**src/core/irq_ctrl_regs.svh**
```systemverilog
`ifndef IRQ_CTRL_REGS_SVH
`define IRQ_CTRL_REGS_SVH

// ====================================================
// Register byte offsets
`define IRQ_FLAG_OFS 12'h000
`define IRQ_ENABLE_OFS 12'h004
`define IRQ_SH_ACC_OFS 12'h008
`define IRQ_SH_STATUS_OFS 12'h00C
`define IRQ_SH_FSR_OFS 12'h010
`define IRQ_SH_BANK_OFS 12'h014
`define IRQ_CTX_STATE_OFS 12'h018

// ====================================================
// Field positions
`define IRQ_ADC_BIT 7
`define IRQ_CMP_BIT 6
`define IRQ_TMR_BIT 5
`define IRQ_PIN_BIT 4
`define IRQ_GIE_BIT 0
`define IRQ_WUR_BIT 0
`define IRQ_IMPL_MASK 8'hF1
`define IRQ_RESET_VALUE 8'h00
`define IRQ_VECTOR_ADDR 11'h004
`endif

```
**src/core/irq_ctrl_pkg.sv**
```systemverilog
package irq_ctrl_pkg;
	// Events from peripherals, one cycle pulses
	typedef struct packed {
		logic adc_done;
		logic adc_abort;
		logic cmp1_change;
		logic cmp2_change;
		logic tmr_overflow;
		logic pin_change;
	} periph_events_t;

	// Core context register set
	typedef struct packed {
		logic [7:0] acc;
		logic [7:0] status;
		logic [7:0] indirect_pointer;
		logic [7:0] bank;
	} context_t;

	typedef enum logic [1:0] {
		ST_MAIN = 2'b00,
		ST_ISR = 2'b01,
		ST_WAKE_PEND = 2'b10
	} irq_state_t;
endpackage : irq_ctrl_pkg

```
**src/core/irq_ctrl_ctx_switch.sv**
```systemverilog
// The address map and the AHB-Lite register port were chosen for this implementation.
`include "irq_ctrl_regs.svh"

module irq_ctrl_ctx_switch (
	// Clock and reset
	input wire logic hclk,
	input wire logic hresetn,
	// AHB-Lite slave
	input wire logic hsel,
	input wire logic [11:0] haddr,
	input wire logic [1:0] htrans,
	input wire logic hwrite,
	input wire logic [2:0] hsize,
	input wire logic [31:0] hwdata,
	input wire logic hready,
	output logic [31:0] hrdata,
	output logic hreadyout,
	output logic hresp,
	// Peripheral events and wake qualifiers
	input wire irq_ctrl_pkg::periph_events_t events,
	input wire logic cmp1_wake_disable_n,
	input wire logic cmp2_wake_disable_n,
	input wire logic pin_wake_disable_n,
	input wire logic [3:0] runs_in_sleep,
	// Core side
	input wire logic core_sleeping,
	input wire logic instr_boundary,
	input wire logic return_from_isr,
	input wire irq_ctrl_pkg::context_t core_ctx_in,
	input wire logic core_ctx_we,
	output irq_ctrl_pkg::context_t core_ctx_out,
	output logic vector_take,
	output logic [10:0] vector_addr,
	output logic flush_prefetch,
	output logic push_pc,
	output logic pop_pc,
	output logic wake_inline,
	output logic wake_reset,
	output logic in_isr
);
	// ====================================================
	// Register state
	// Only the four flag bits are stored; bits 3 to 1 are tied low at the read mux,
	// so no variable has two kinds of driver.
	// Limitation: hsize is ignored and every access moves a whole word, low byte used.
	// Limitation: the shadow sets have no reset, so firmware must load them before use.
	logic [7:4] flags;
	logic global_irq_enable;
	logic [7:0] enables;
	irq_ctrl_pkg::context_t ctx_main;
	irq_ctrl_pkg::context_t ctx_isr;
	irq_ctrl_pkg::irq_state_t state;
	logic [3:0] slept_enables;
	logic was_sleeping;

	// ====================================================
	// Bus address phase capture
	logic wr_pend;
	logic [11:0] wr_addr;
	logic addr_valid;
	assign addr_valid = hsel && hready && htrans[1];

	// Write strobe for the data phase that follows an accepted address phase
	always_ff @(posedge hclk or negedge hresetn)
	begin
		if (!hresetn)
			wr_pend <= 1'b0;
		else
			wr_pend <= addr_valid && hwrite;
	end

	// Address kept for the data phase; only meaningful while wr_pend is high
	always_ff @(posedge hclk or negedge hresetn)
	begin
		if (!hresetn)
			wr_addr <= 12'h000;
		else
			wr_addr <= haddr;
	end

	// Zero wait states, always OKAY
	assign hreadyout = 1'b1;
	assign hresp = 1'b0;

	logic wr_flag;
	logic wr_en;
	logic [7:0] wdat;
	assign wdat = hwdata[7:0];
	assign wr_flag = wr_pend && (wr_addr == `IRQ_FLAG_OFS);
	assign wr_en = wr_pend && (wr_addr == `IRQ_ENABLE_OFS);

	// ====================================================
	// Event qualification
	logic [3:0] set_ev;
	always_comb
	begin
		set_ev = 4'h0;
		set_ev[3] = events.adc_done && !events.adc_abort;
		set_ev[2] = (events.cmp1_change && !cmp1_wake_disable_n)
			|| (events.cmp2_change && !cmp2_wake_disable_n);
		set_ev[1] = events.tmr_overflow;
		set_ev[0] = events.pin_change && !pin_wake_disable_n;
	end

	// Pending and enabled sources
	logic [3:0] armed;
	assign armed = flags[7:4] & enables[7:4];

	logic take;
	logic wake_any;
	// Sleeping core wakes on sources enabled before sleep that can run clockless
	assign wake_any = core_sleeping && |(armed & slept_enables & runs_in_sleep);
	// Take only between instructions and only while the core is awake, from the first boundary after a wake
	assign take = global_irq_enable && |armed && instr_boundary && !core_sleeping
		&& (state == irq_ctrl_pkg::ST_MAIN);

	// ====================================================
	// Flag bits: set wins over a software clear
	genvar gi;
	generate
		for (gi = 0; gi < 4; gi++)
		begin : g_flag
			always_ff @(posedge hclk or negedge hresetn)
			begin
				if (!hresetn)
					flags[gi + 4] <= 1'b0;
				else if (set_ev[gi])
					flags[gi + 4] <= 1'b1;
				else if (wr_flag)
					flags[gi + 4] <= wdat[gi + 4];
			end
		end
	endgenerate

	// Global enable: cleared on take, set on return, else software
	always_ff @(posedge hclk or negedge hresetn)
	begin
		if (!hresetn)
			global_irq_enable <= 1'b0;
		else if (take)
			global_irq_enable <= 1'b0;
		else if (return_from_isr && state == irq_ctrl_pkg::ST_ISR)
			global_irq_enable <= 1'b1;
		else if (wr_flag)
			global_irq_enable <= wdat[`IRQ_GIE_BIT];
	end

	// Source enables and wake-reset enable
	always_ff @(posedge hclk or negedge hresetn)
	begin
		if (!hresetn)
			enables <= `IRQ_RESET_VALUE;
		else if (wr_en)
			enables <= wdat & `IRQ_IMPL_MASK;
	end

	// Enables latched on sleep entry
	// Sleep level of the previous cycle, to find the entry edge
	always_ff @(posedge hclk or negedge hresetn)
	begin
		if (!hresetn)
			was_sleeping <= 1'b0;
		else
			was_sleeping <= core_sleeping;
	end

	// Enables set after sleep entry must not wake the core, so they are frozen here
	always_ff @(posedge hclk or negedge hresetn)
	begin
		if (!hresetn)
			slept_enables <= 4'h0;
		else if (core_sleeping && !was_sleeping)
			slept_enables <= enables[7:4];
	end

	// ====================================================
	// Service state
	// Next state worked out apart so the take and return decodes stay visible
	irq_ctrl_pkg::irq_state_t next_state;
	always_comb
	begin
		next_state = state;
		case (state)
			irq_ctrl_pkg::ST_MAIN:
			begin
				if (take)
					next_state = irq_ctrl_pkg::ST_ISR;
			end
			irq_ctrl_pkg::ST_ISR:
			begin
				if (return_from_isr)
					next_state = irq_ctrl_pkg::ST_MAIN;
			end
			// Wake-pending code is unused; any odd code falls back to main line
			default:
				next_state = irq_ctrl_pkg::ST_MAIN;
		endcase
	end

	// State register
	always_ff @(posedge hclk or negedge hresetn)
	begin
		if (!hresetn)
			state <= irq_ctrl_pkg::ST_MAIN;
		else
			state <= next_state;
	end
	assign in_isr = (state == irq_ctrl_pkg::ST_ISR);

	// Contexts: no reset, power-up contents unknown
	always_ff @(posedge hclk)
	begin
		if (core_ctx_we && !in_isr)
			ctx_main <= core_ctx_in;
	end

	always_ff @(posedge hclk)
	begin
		if (core_ctx_we && in_isr)
			ctx_isr <= core_ctx_in;
	end

	assign core_ctx_out = in_isr ? ctx_isr : ctx_main;

	// ====================================================
	// Wake decision
	// Reset wake outranks inline; a vectored wake is an inline wake plus a later take
	logic next_wake_reset;
	logic next_wake_inline;
	always_comb
	begin
		next_wake_reset = 1'b0;
		next_wake_inline = 1'b0;
		if (wake_any)
		begin
			if (enables[`IRQ_WUR_BIT])
				next_wake_reset = 1'b1;
			else
				next_wake_inline = 1'b1;
		end
	end

	// A return outside the routine is ignored so a stray pop cannot upset the stack
	logic ret_ok;
	assign ret_ok = return_from_isr && in_isr;

	// ====================================================
	// Core control outputs, registered: redirect pulses, fixed vector and wake levels
	// Redirect strobe, one cycle after the take
	always_ff @(posedge hclk or negedge hresetn)
	begin
		if (!hresetn)
			vector_take <= 1'b0;
		else
			vector_take <= take;
	end

	// Prefetched instruction is dropped with the redirect
	always_ff @(posedge hclk or negedge hresetn)
	begin
		if (!hresetn)
			flush_prefetch <= 1'b0;
		else
			flush_prefetch <= take;
	end

	// Return address goes on the stack with the redirect
	always_ff @(posedge hclk or negedge hresetn)
	begin
		if (!hresetn)
			push_pc <= 1'b0;
		else
			push_pc <= take;
	end

	// Stacked address comes back on a valid return
	always_ff @(posedge hclk or negedge hresetn)
	begin
		if (!hresetn)
			pop_pc <= 1'b0;
		else
			pop_pc <= ret_ok;
	end

	// Fixed vector, stable from the first clock after reset
	always_ff @(posedge hclk or negedge hresetn)
	begin
		if (!hresetn)
			vector_addr <= 11'h000;
		else
			vector_addr <= `IRQ_VECTOR_ADDR;
	end

	// Reset wake level
	always_ff @(posedge hclk or negedge hresetn)
	begin
		if (!hresetn)
			wake_reset <= 1'b0;
		else
			wake_reset <= next_wake_reset;
	end

	// Inline wake level; the vector, if any, follows through a normal take
	always_ff @(posedge hclk or negedge hresetn)
	begin
		if (!hresetn)
			wake_inline <= 1'b0;
		else
			wake_inline <= next_wake_inline;
	end

	// ====================================================
	// Read data, registered in the data phase
	// Shadow view shows the context not in use; may be unknown until first written
	irq_ctrl_pkg::context_t ctx_shadow;
	assign ctx_shadow = in_isr ? ctx_main : ctx_isr;

	logic [7:0] rd_byte;
	always_comb
	begin
		rd_byte = 8'h00;
		case (haddr)
			`IRQ_FLAG_OFS: rd_byte = {flags[7:4], 3'b000, global_irq_enable};
			`IRQ_ENABLE_OFS: rd_byte = enables;
			`IRQ_SH_ACC_OFS: rd_byte = ctx_shadow.acc;
			`IRQ_SH_STATUS_OFS: rd_byte = ctx_shadow.status;
			`IRQ_SH_FSR_OFS: rd_byte = ctx_shadow.indirect_pointer;
			`IRQ_SH_BANK_OFS: rd_byte = ctx_shadow.bank;
			`IRQ_CTX_STATE_OFS: rd_byte = {7'h00, in_isr};
			default: rd_byte = 8'h00;
		endcase
	end

	always_ff @(posedge hclk or negedge hresetn)
	begin
		if (!hresetn)
			hrdata <= 32'h00000000;
		else if (addr_valid && !hwrite)
			hrdata <= {24'h000000, rd_byte};
	end
endmodule : irq_ctrl_ctx_switch

```
**config.mk**
```make
export PLATFORM = sky130hd
export DESIGN_NAME = irq_ctrl_ctx_switch
export DESIGN_NICKNAME = d
export VERILOG_FILES = /design/src/core/irq_ctrl_pkg.sv /design/src/core/irq_ctrl_ctx_switch.sv
export VERILOG_INCLUDE_DIRS = /design/src /design/src/core
export SDC_FILE = /design/constraint.sdc
export NUM_CORES = 1
export LEC_CHECK = 0
export ABC_CLOCK_PERIOD_IN_PS = 4360
export BUFFER_PORTS_ARGS = -buffer_cell sky130_fd_sc_hd__clkbuf_2
export CAP_MARGIN = 15
export CORE_MARGIN = 3
export CORE_UTILIZATION = 31
export DETAILED_ROUTE_END_ITERATION = 10
export SYNTH_ARGS = -nofsm -noshare
export SYNTH_HDL_FRONTEND = slang
export SYNTH_SLANG_ARGS = --single-unit
export TNS_END_PERCENT = 20
```
**constraint.sdc**
```tcl
create_clock -name hclk -period 4.36 [get_ports hclk]
set_input_delay 0.436 -clock hclk [delete_from_list [all_inputs] [get_ports hclk]]
set_output_delay 0.436 -clock hclk [all_outputs]
set_load 0.01 [all_outputs]
```
# After elaboration in Yosys (flattened, before gate mapping)
# Index checks and enable logic that the tools add are counted.
# W data, S select, Z words.
[word_totals]
ff_bits = 107
out_inout_bits = 84
wordCells = 98
[classes]
eq_ne = 10
muxes = 21
bitwise_logic = 3
n_reduce_logical = 39
[op_table]
columns = ["operator", "n"]
rows = [
  ["$mux W32", 2],
  ["$pmux W8 S7", 1],
  ["$eq A12 B5 Y1 const B", 3],
  ["$eq A12 B3 Y1 const B", 2],
  ["$eq A12 B4 Y1 const B", 2],
  ["$logic_not A12 Y1", 2],
  ["$logic_and A1 B1 Y1", 19],
  ["$mux W1", 15],
  ["$and A4 B4 Y4", 3],
  ["$logic_not A1 Y1", 8],
  ["$reduce_bool A2 Y1", 4],
  ["$reduce_or A4 Y1", 2],
  ["$mux W2", 2],
  ["$ne A2 B2 Y1 const B", 2],
  ["$pmux W2 S2", 1],
  ["$reduce_bool A3 Y1", 1],
  ["$eq A2 B1 Y1 const B", 1],
  ["$logic_not A2 Y1", 1],
  ["$reduce_and A2 Y1", 1],
  ["$logic_or A1 B1 Y1", 1],
]

# Logic depth before layout (Yosys ltp)
# Gate-level depths: netlist of run 1.
[logic_depth]
ltp_word = 8
mapped_depth = 7

# Least setup slack after synthesis of run 1
# OpenSTA, ideal clock, no wires.
[synth_timing]
path_type = "reg2reg"
start = "reg state[0]"
end = "reg ctx_main[0] (netlist bit) (enable)"
setup_time_ns = 0.425
arrival_time_ns = 2.526
t_required_ns = 3.935
path_slack_ns = 1.409
path_stages_with_launch = 6
path_buffers = 4
synth_period_minus_slack_ns = 2.951
cell_sequence = "dfrtp_1 > buf_4 > buf_6 > buf_4 > buf_2 > nor2b_1"
[synth_between]
elab_chain_cells = 3
[synth_rtl]
columns = ["item", "line", "text"]
rows = [
  ["start, declared", "irq_ctrl_ctx_switch.sv:52", "irq_ctrl_pkg::irq_state_t state;"],
  ["start signal, assigned", "irq_ctrl_ctx_switch.sv:204", "state <= irq_ctrl_pkg::ST_MAIN;"],
  ["start signal, assigned", "irq_ctrl_ctx_switch.sv:206", "state <= next_state;"],
  ["$eq A2 B1 Y1", "irq_ctrl_ctx_switch.sv:208", "assign in_isr = (state == irq_ctrl_pkg::ST_ISR);"],
  ["$logic_not A1 Y1", "irq_ctrl_ctx_switch.sv:213", "if (core_ctx_we && !in_isr)"],
  ["$logic_and A1 B1 Y1", "irq_ctrl_ctx_switch.sv:213", ""],
  ["end signal, assigned", "irq_ctrl_ctx_switch.sv:214", "ctx_main <= core_ctx_in;"],
  ["end, declared", "irq_ctrl_ctx_switch.sv:50", "irq_ctrl_pkg::context_t ctx_main;"],
]
# Every way passes these cells.
# A chain may end at the register's enable or synchronous reset.

==> results_dict.tcl, run 1 <==
set metrics [dict create \
    dr.pass1.iters 4 \
    root_buffer "clkbuf_16" \
    post_cts_buffers 0 \
    syn-instance-count 328 \
    clock_latency_ns 0.35 \
    fin_tns_setup_ns 0 \
    clockBufferDepth 2 \
    r2r_cells 5 \
    io_buffers 119 \
    hold_depth 1 \
    start_util_pct 31.9 \
    synth_cell_types 45 \
    n_antenna_cell 0 \
    drtAntennaViolNets 0 \
    place.gp.congestion 0.793 \
    hold_path.class "in2reg" \
    path_max_fanout 35 \
    clkSinkCount 106 \
    die_width_um 131 \
    synth_seq_area_share_pct 61.2 \
    drt_iter0_drc 125 \
    drt-total-wl_mm 10.8 \
    multi_input_area_mm2 0.00160 \
    via_per_inst 4.53 \
    areaGrowthSynthToFinish_pct 20.4 \
    dieArea_mm2 0.0172 \
    regArea_mm2 0.00297 \
    ys_ff_latch 106 \
    status "finished, final reports clean" \
    cts_tree "built" \
    post_drt_wl_per_cell_um 16.4 \
    slew-limit-headroom_pct 37.1 \
    tightest_slew_ns 0.942 \
    fin_crit_ns 2.76 \
    slew_violations 0 \
    cts_resized 0 \
    post-place-ws_ns 1.93 \
    antenna_found_initial 0 \
    avgSynthCellArea_um2 14.8 \
    grt_usage_pct 12.8 \
    clkSlewWorstSetupHoldPaths_ns 0.07 \
    synth_top_area_share_pct 39.5 \
    final_layout_size_suffix_gt1_share_pct 43.5 \
    synth_top_family_by_area "multiplexers" \
    synth_xor_area_share_pct 0 \
    cp.required_ns 3.92 \
    irDropWorstVdd_mv 0.305 \
    netlist.top_cell.by_area "edfxtp_1" \
    fin_ws_ns 1.60 \
    startpoint_type "register" \
    synthAdderAreaFrac_pct 0 \
    grt_max_degree 43 \
    boundaryPins 187 \
    grt_setup_unrepaired "no" \
    synth_edf_count 64 \
    synth_ff_type "edfxtp_1" \
    syn_area_mm2 0.00486 \
    worstHoldEndpoint "wr_addr[0]" \
    drc 0 \
    path_class "reg2out" \
    cts_made_buffers 9 \
    synthTopCellsByArea "edfxtp_1 40%, dfrtp_1 22%, mux2_2 10%" \
    p_leak_nw 2.44 \
    grt.overflow.total 0 \
    coreArea_mm2 0.0153 \
    period_share_pct 63.3 \
    hp-start "haddr[0]" \
    n_fill_cell 1454 \
    die_y_um 131 \
    synthSimpleGateAreaFrac_pct 5.10 \
    async_reset_ff_share_pct 39.6 \
    cap_violations 0 \
    critical_path_arrival_ns 2.32 \
    htreeDepth 3 \
    endpoint_kind "output pin" \
    max_freq_mhz 363 \
    synth_mux_area_share_pct 18.4 \
    num-nets-final 549 \
    setup_viol 0 \
    power_density_mw_per_mm2 396 \
    reg2reg_setup_slack_ns 1.94 \
    finClkSkew_ns 0.00765 \
    report.final.hold_viol_count 0 \
    synth_compound_area_share_pct 6.38 \
    worstReg2RegStart "state[0]" \
    rows 45 \
    grt_pass1_wl_mm 17.1 \
    place_hpwl_mm 8.10 \
    num_vias 3002 \
    rr_endpoint "hrdata[0]" \
    grt_pass1_vias 3065 \
    ys_warn_count 0 \
]
registers in the layout (all words and copies together), names as in the netlist:
register,count
ctx_isr,32
ctx_main,32
enables,5
flags,4
global_irq_enable,1
hrdata,8
pop_pc,1
push_pc,1
slept_enables,4
state,1
vector_addr,1
wake_inline,1
wake_reset,1
was_sleeping,1
wr_addr,12
wr_pend,1
per-layer routing:
| metal | GRT usage, % | wire length, um | vias up |
|---|---|---|---|
| li1 | - | - | 1403 |
| met5 | 0 | 0 | - |
| met2 | 20.8 | 5180 | 124 |
| met4 | 4.96 | 250 | 0 |
| met3 | 4.40 | 830 | 16 |
| met1 | 15.8 | 4590 | 1459 |
repair_timing:
action / 4_1_cts / 5_1_grt
endpoints found under the hold margin: 0 / 9
setup endpoints to repair: 0 / 0
hold buffers: 0 / 1
cells by family after synthesis:
kind of cell,count (synthesis)
other cells,2
flops,106
mux,71
simple gates,42
compound gates,40
buf+inv,67
critical path, cell delays in order, from the launching register on:
cell	delay [ns]
dfrtp_2	0.91
buf_4	0.50
mux2_2	0.40
clkbuf_2	0.13
worst max path at each step:
stage / cells past startpoint / end / from / slack (ns)
floorplan: 5 / ctx_main[0] / state[0] / 1.41
global placement: 5 / hrdata[0] / state[0] / 1.92
detailed placement: 5 / hrdata[0] / state[0] / 1.93
CTS: 3 / core_ctx_out[0] / state[0] / 1.56
global route: 3 / core_ctx_out[29] / state[0] / 1.50
finish: 3 / core_ctx_out[0] / state[0] / 1.60
placed cells by master, fill, tap and decap left out, drive strengths merged, types with 2 or more instances in the layout:
cell	count
nor4	4
o21ai	5
a22oi	2
o41ai	2
o31ai	2
nand2	9
o22ai	4
nand4	8
o32ai	2
inv	17
edfxtp	64
o22a	5
mux4	10
a21oi	3
clkinv	3
nor2	6
mux2	43
nor2b	4
mux2i	18
nand3	3
buf	4
clkbuf	129
o211ai	2
a21o	4
conb	37
a311oi	2
a211o	2
dfrtp	42
synth_stat cells (2+ instances only):
cell type,count
o41ai_1,2
dfrtp_1,42
o22ai_1,4
clkbuf_1,2
a21oi_1,3
edfxtp_1,64
inv_1,15
nand2_1,9
o22a_1,5
mux4_2,9
nor2_1,6
buf_6,2
nand3_1,3
a211o_1,2
nor4_1,3
o32ai_1,2
mux2i_1,18
conb_1,2
a22oi_1,2
mux2_2,43
nor2b_1,4
o21ai_0,5
buf_4,41
nand4_1,8
buf_2,7
a21o_1,4
o211ai_1,2
o31ai_1,2
stage by stage:
step	std cells	hold slack (ns)	total power (W)	util [%]	area, um^2
global route	662	0.205	0.00243	38.4	5850
finish	662	0.214	0.00232	38.4	5850
CTS	660	0.194	0.00236	38.2	5820
floorplan	363	0.140	0.00139	-	4990
global placement	644	0.437	0.00149	36.1	5510
detailed placement	644	0.445	0.00150	36.1	5510
where the power goes:
part / switching (W) / total (W) / leakage, nW / internal (W)
combinational: 0.000164 / 0.000307 / 1.18 / 0.000143
clock: 0.000374 / 0.000842 / 0.155 / 0.000468
sequential: 0.0000385 / 0.00117 / 1.11 / 0.00113
cell type report:
| cell class | instances | share of cell area [%] |
|---|---|---|
| timing repair buffer | 124 | 11.1 |
| tap | 211 | 4.51 |
| multi-input combinational | 190 | 27.3 |
| clock buffer | 10 | 4.08 |
| clock inverter | 6 | 1.24 |
| sequential | 106 | 50.8 |
| inverter | 15 | 0.962 |
No activity file was read; power rests on OpenSTA's default activity.
==> run 2, diff against run 1 <==
--- a/config.mk
+++ b/config.mk
@@ -6,7 +6,7 @@
 export SDC_FILE = /design/constraint.sdc
 export NUM_CORES = 1
 export LEC_CHECK = 0
-export ABC_CLOCK_PERIOD_IN_PS = 4360
+export ABC_CLOCK_PERIOD_IN_PS = 2450
 export BUFFER_PORTS_ARGS = -buffer_cell sky130_fd_sc_hd__clkbuf_2
 export CAP_MARGIN = 15
 export CORE_MARGIN = 3
==> constraint.sdc (replaced) <==
create_clock -name hclk -period 2.45 [get_ports hclk]
set_input_delay 0.245 -clock hclk [delete_from_list [all_inputs] [get_ports hclk]]
set_output_delay 0.245 -clock hclk [all_outputs]
set_load 0.01 [all_outputs]
==> run 2 against run 1 <==
Critical path depth is the same; clock skew is 0.0020 ns lower; final area increased by 1.2%; final cell count is 1.1% higher; die area stayed put; flip-flop and latch count did not move; register-to-register slack got worse by 1.3 ns; via count decreased by 0.13%; wire length increased by 3.5%; critical path type unchanged; largest power group unchanged; highest routed layer unchanged.
==> results_dict.tcl, run 2 (synthesis gave the netlist of run 1 again) <==
set metrics [dict create \
    drt-total-wl_mm 11.2 \
    hp-start "haddr[6]" \
    crit_path_top_delay_cell "dfrtp_2" \
    critical_path.top_delay_family "flip-flops" \
    cap_violations 0 \
    swShare_pct 25.5 \
    drtAntennaViolNets 0 \
    boundaryPins 187 \
    finClkSkew_ns 0.00562 \
    power_density_mw_per_mm2 702 \
    p_sw_w 0.00106 \
    final_layout_size_suffix_gt1_share_pct 43.9 \
    grt_setup_unrepaired "no" \
    p_leak_nw 2.48 \
    layout_common_cells "119 x clkbuf_2, 64 x edfxtp_1, 43 x mux2_2" \
    period_share_pct 80.7 \
    final_common_cell "clkbuf_2" \
    slew_violations 0 \
    cts_resized 0 \
    rr_endpoint "hrdata[4]" \
    num-nets-final 556 \
    path_max_fanout 13 \
    rows 45 \
    clock_latency_ns 0.35 \
    irDropWorstVdd_mv 0.490 \
    post_drt_wl_per_cell_um 16.8 \
    p_seq_share_pct 49.8 \
    cts_tree "built" \
    max_freq_mhz 506 \
    cts_made_buffers 9 \
    clkSlewWorstSetupHoldPaths_ns 0.07 \
    p_int_w 0.00310 \
    use_met3_pct 5.28 \
    worstHoldEndpoint "wr_addr[6]" \
    r2r_cells 5 \
    startpoint_type "register" \
    cpPeakStageDelay_ns 0.57 \
    critical_path_arrival_ns 1.73 \
    place_hpwl_mm 8.57 \
    clockBufferDepth 2 \
    reg_top3 "ctx_isr: 32 flops, ctx_main: 32 flops, wr_addr: 12 flops" \
    report.final.hold_viol_count 0 \
    htreeDepth 3 \
    setup_viol 0 \
    hold_depth 1 \
    n_antenna_cell 0 \
    hold_path.class "in2reg" \
    reg2reg_setup_slack_ns 0.64 \
    die_width_um 131 \
    met2_usage_pct 22.5 \
    antenna_found_initial 0 \
    areaGrowthSynthToFinish_pct 21.9 \
    path_cells "buf_4 -> mux2_2 -> clkbuf_2" \
    p_total_w 0.00416 \
    drc 0 \
    dieArea_mm2 0.0172 \
    grt_pass1_wl_mm 17.6 \
    grt_max_degree 30 \
    via_per_inst 4.48 \
    grt_usage_pct 13.2 \
    io_buffers 119 \
    status "finished, final reports clean" \
    grt.busiest_layer "met2" \
    fin_tns_setup_ns 0 \
    path_buf_inv 2 \
    path_class "reg2out" \
    dr.pass1.iters 4 \
    tightest_slew_ns 0.759 \
    grt_pass1_vias 3172 \
    worstReg2RegStart "state[0]" \
    cp.required_ns 2.20 \
    dpl.cell_count 650 \
    endpoint_kind "output pin" \
    pwr-share-clk_pct 36.2 \
    post_cts_buffers 0 \
    root_buffer "clkbuf_16" \
    met1_usage_pct 15.8 \
    place.gp.congestion 0.758 \
    coreArea_mm2 0.0153 \
    fin_crit_ns 1.98 \
    n_fill_cell 1467 \
    grt.overflow.total 0 \
    die_y_um 131 \
    clkSinkCount 106 \
    start_util_pct 31.9 \
    combPwrFrac_pct 14.0 \
    drt_iter0_drc 111 \
    num_vias 2998 \
    stdcell_count 669 \
    slew-limit-headroom_pct 49.4 \
]
==> run 2: cell types whose count changed in the layout (fill, tap and decap cells not counted), sizes merged <==
cell         before  now
clkbuf          129  128
dlygate4sd3       1    3
clkinvlp          0    1
buf               4    9
==> run 2: through the flow <==
step / hold WS (ns) / setup WS [ns] / area, um^2 / util (%)
after CTS: 0.00413 / 0.426 / 5910 / 38.8
after global routing: 0.0143 / 0.379 / 5920 / 38.8
after global placement: 0.334 / 0.595 / 5580 / 36.6
final: 0.0272 / 0.473 / 5920 / 38.8
after floorplan: -0.0506 / 0.109 / 4990 / -
after detailed placement: 0.350 / 0.570 / 5580 / 36.6
==> run 2: worst max path at each step <==
stage                    start          endpoint  depth (start not counted)  slack (ns)
floorplan             state[0]       ctx_main[0]                          5        0.11
global placement      haddr[2]         hrdata[6]                          6        0.60
detailed placement  wr_addr[9]          flags[4]                          4        0.57
CTS                   state[0]  core_ctx_out[18]                          3        0.43
global route          state[0]   core_ctx_out[0]                          3        0.38
finish                state[0]  core_ctx_out[25]                          3        0.47
==> run 2: worst register-to-register path, delay by kind of cell, from the launching register on <==
family	cells	cell delay, ns
buf+inv	2	0.33
compound gates	2	0.28
flops	1	0.57
mux	1	0.53
==> run 2: layer usage <==
layer | vias up | routed length (um)
li1 | 1415 | -
met1 | 1445 | 4780
met2 | 126 | 5530
met3 | 12 | 808
met4 | 0 | 98
met5 | - | 0
==> run 2: area by class of cell <==
| cell class | count | area (um^2) | share of cell area [%] |
|---|---|---|---|
| Clock buffer | 9 | 225 | 3.80 |
| Clock inverter | 7 | 87.6 | 1.48 |
| Inverter | 15 | 56.3 | 0.951 |
| Multi-Input combinational cell | 190 | 1600 | 27.0 |
| Sequential cell | 106 | 2970 | 50.2 |
| Tap cell | 211 | 264 | 4.46 |
| Timing Repair Buffer | 131 | 718 | 12.1 |
==> run 2: power groups by stage <==
stage               Combinational [W]  Sequential (W)  Clock, W
detailed placement           0.000591         0.00211         0
global placement             0.000584         0.00210         0
floorplan                    0.000387         0.00209         0
global route                 0.000640         0.00208   0.00163
CTS                          0.000597         0.00207   0.00156
finish                       0.000583         0.00207   0.00151
==> run 2: timing repair <==
item	CTS	global route
setup endpoints to repair	0	0
hold buffers	2	1
hold endpoints to repair	29	1
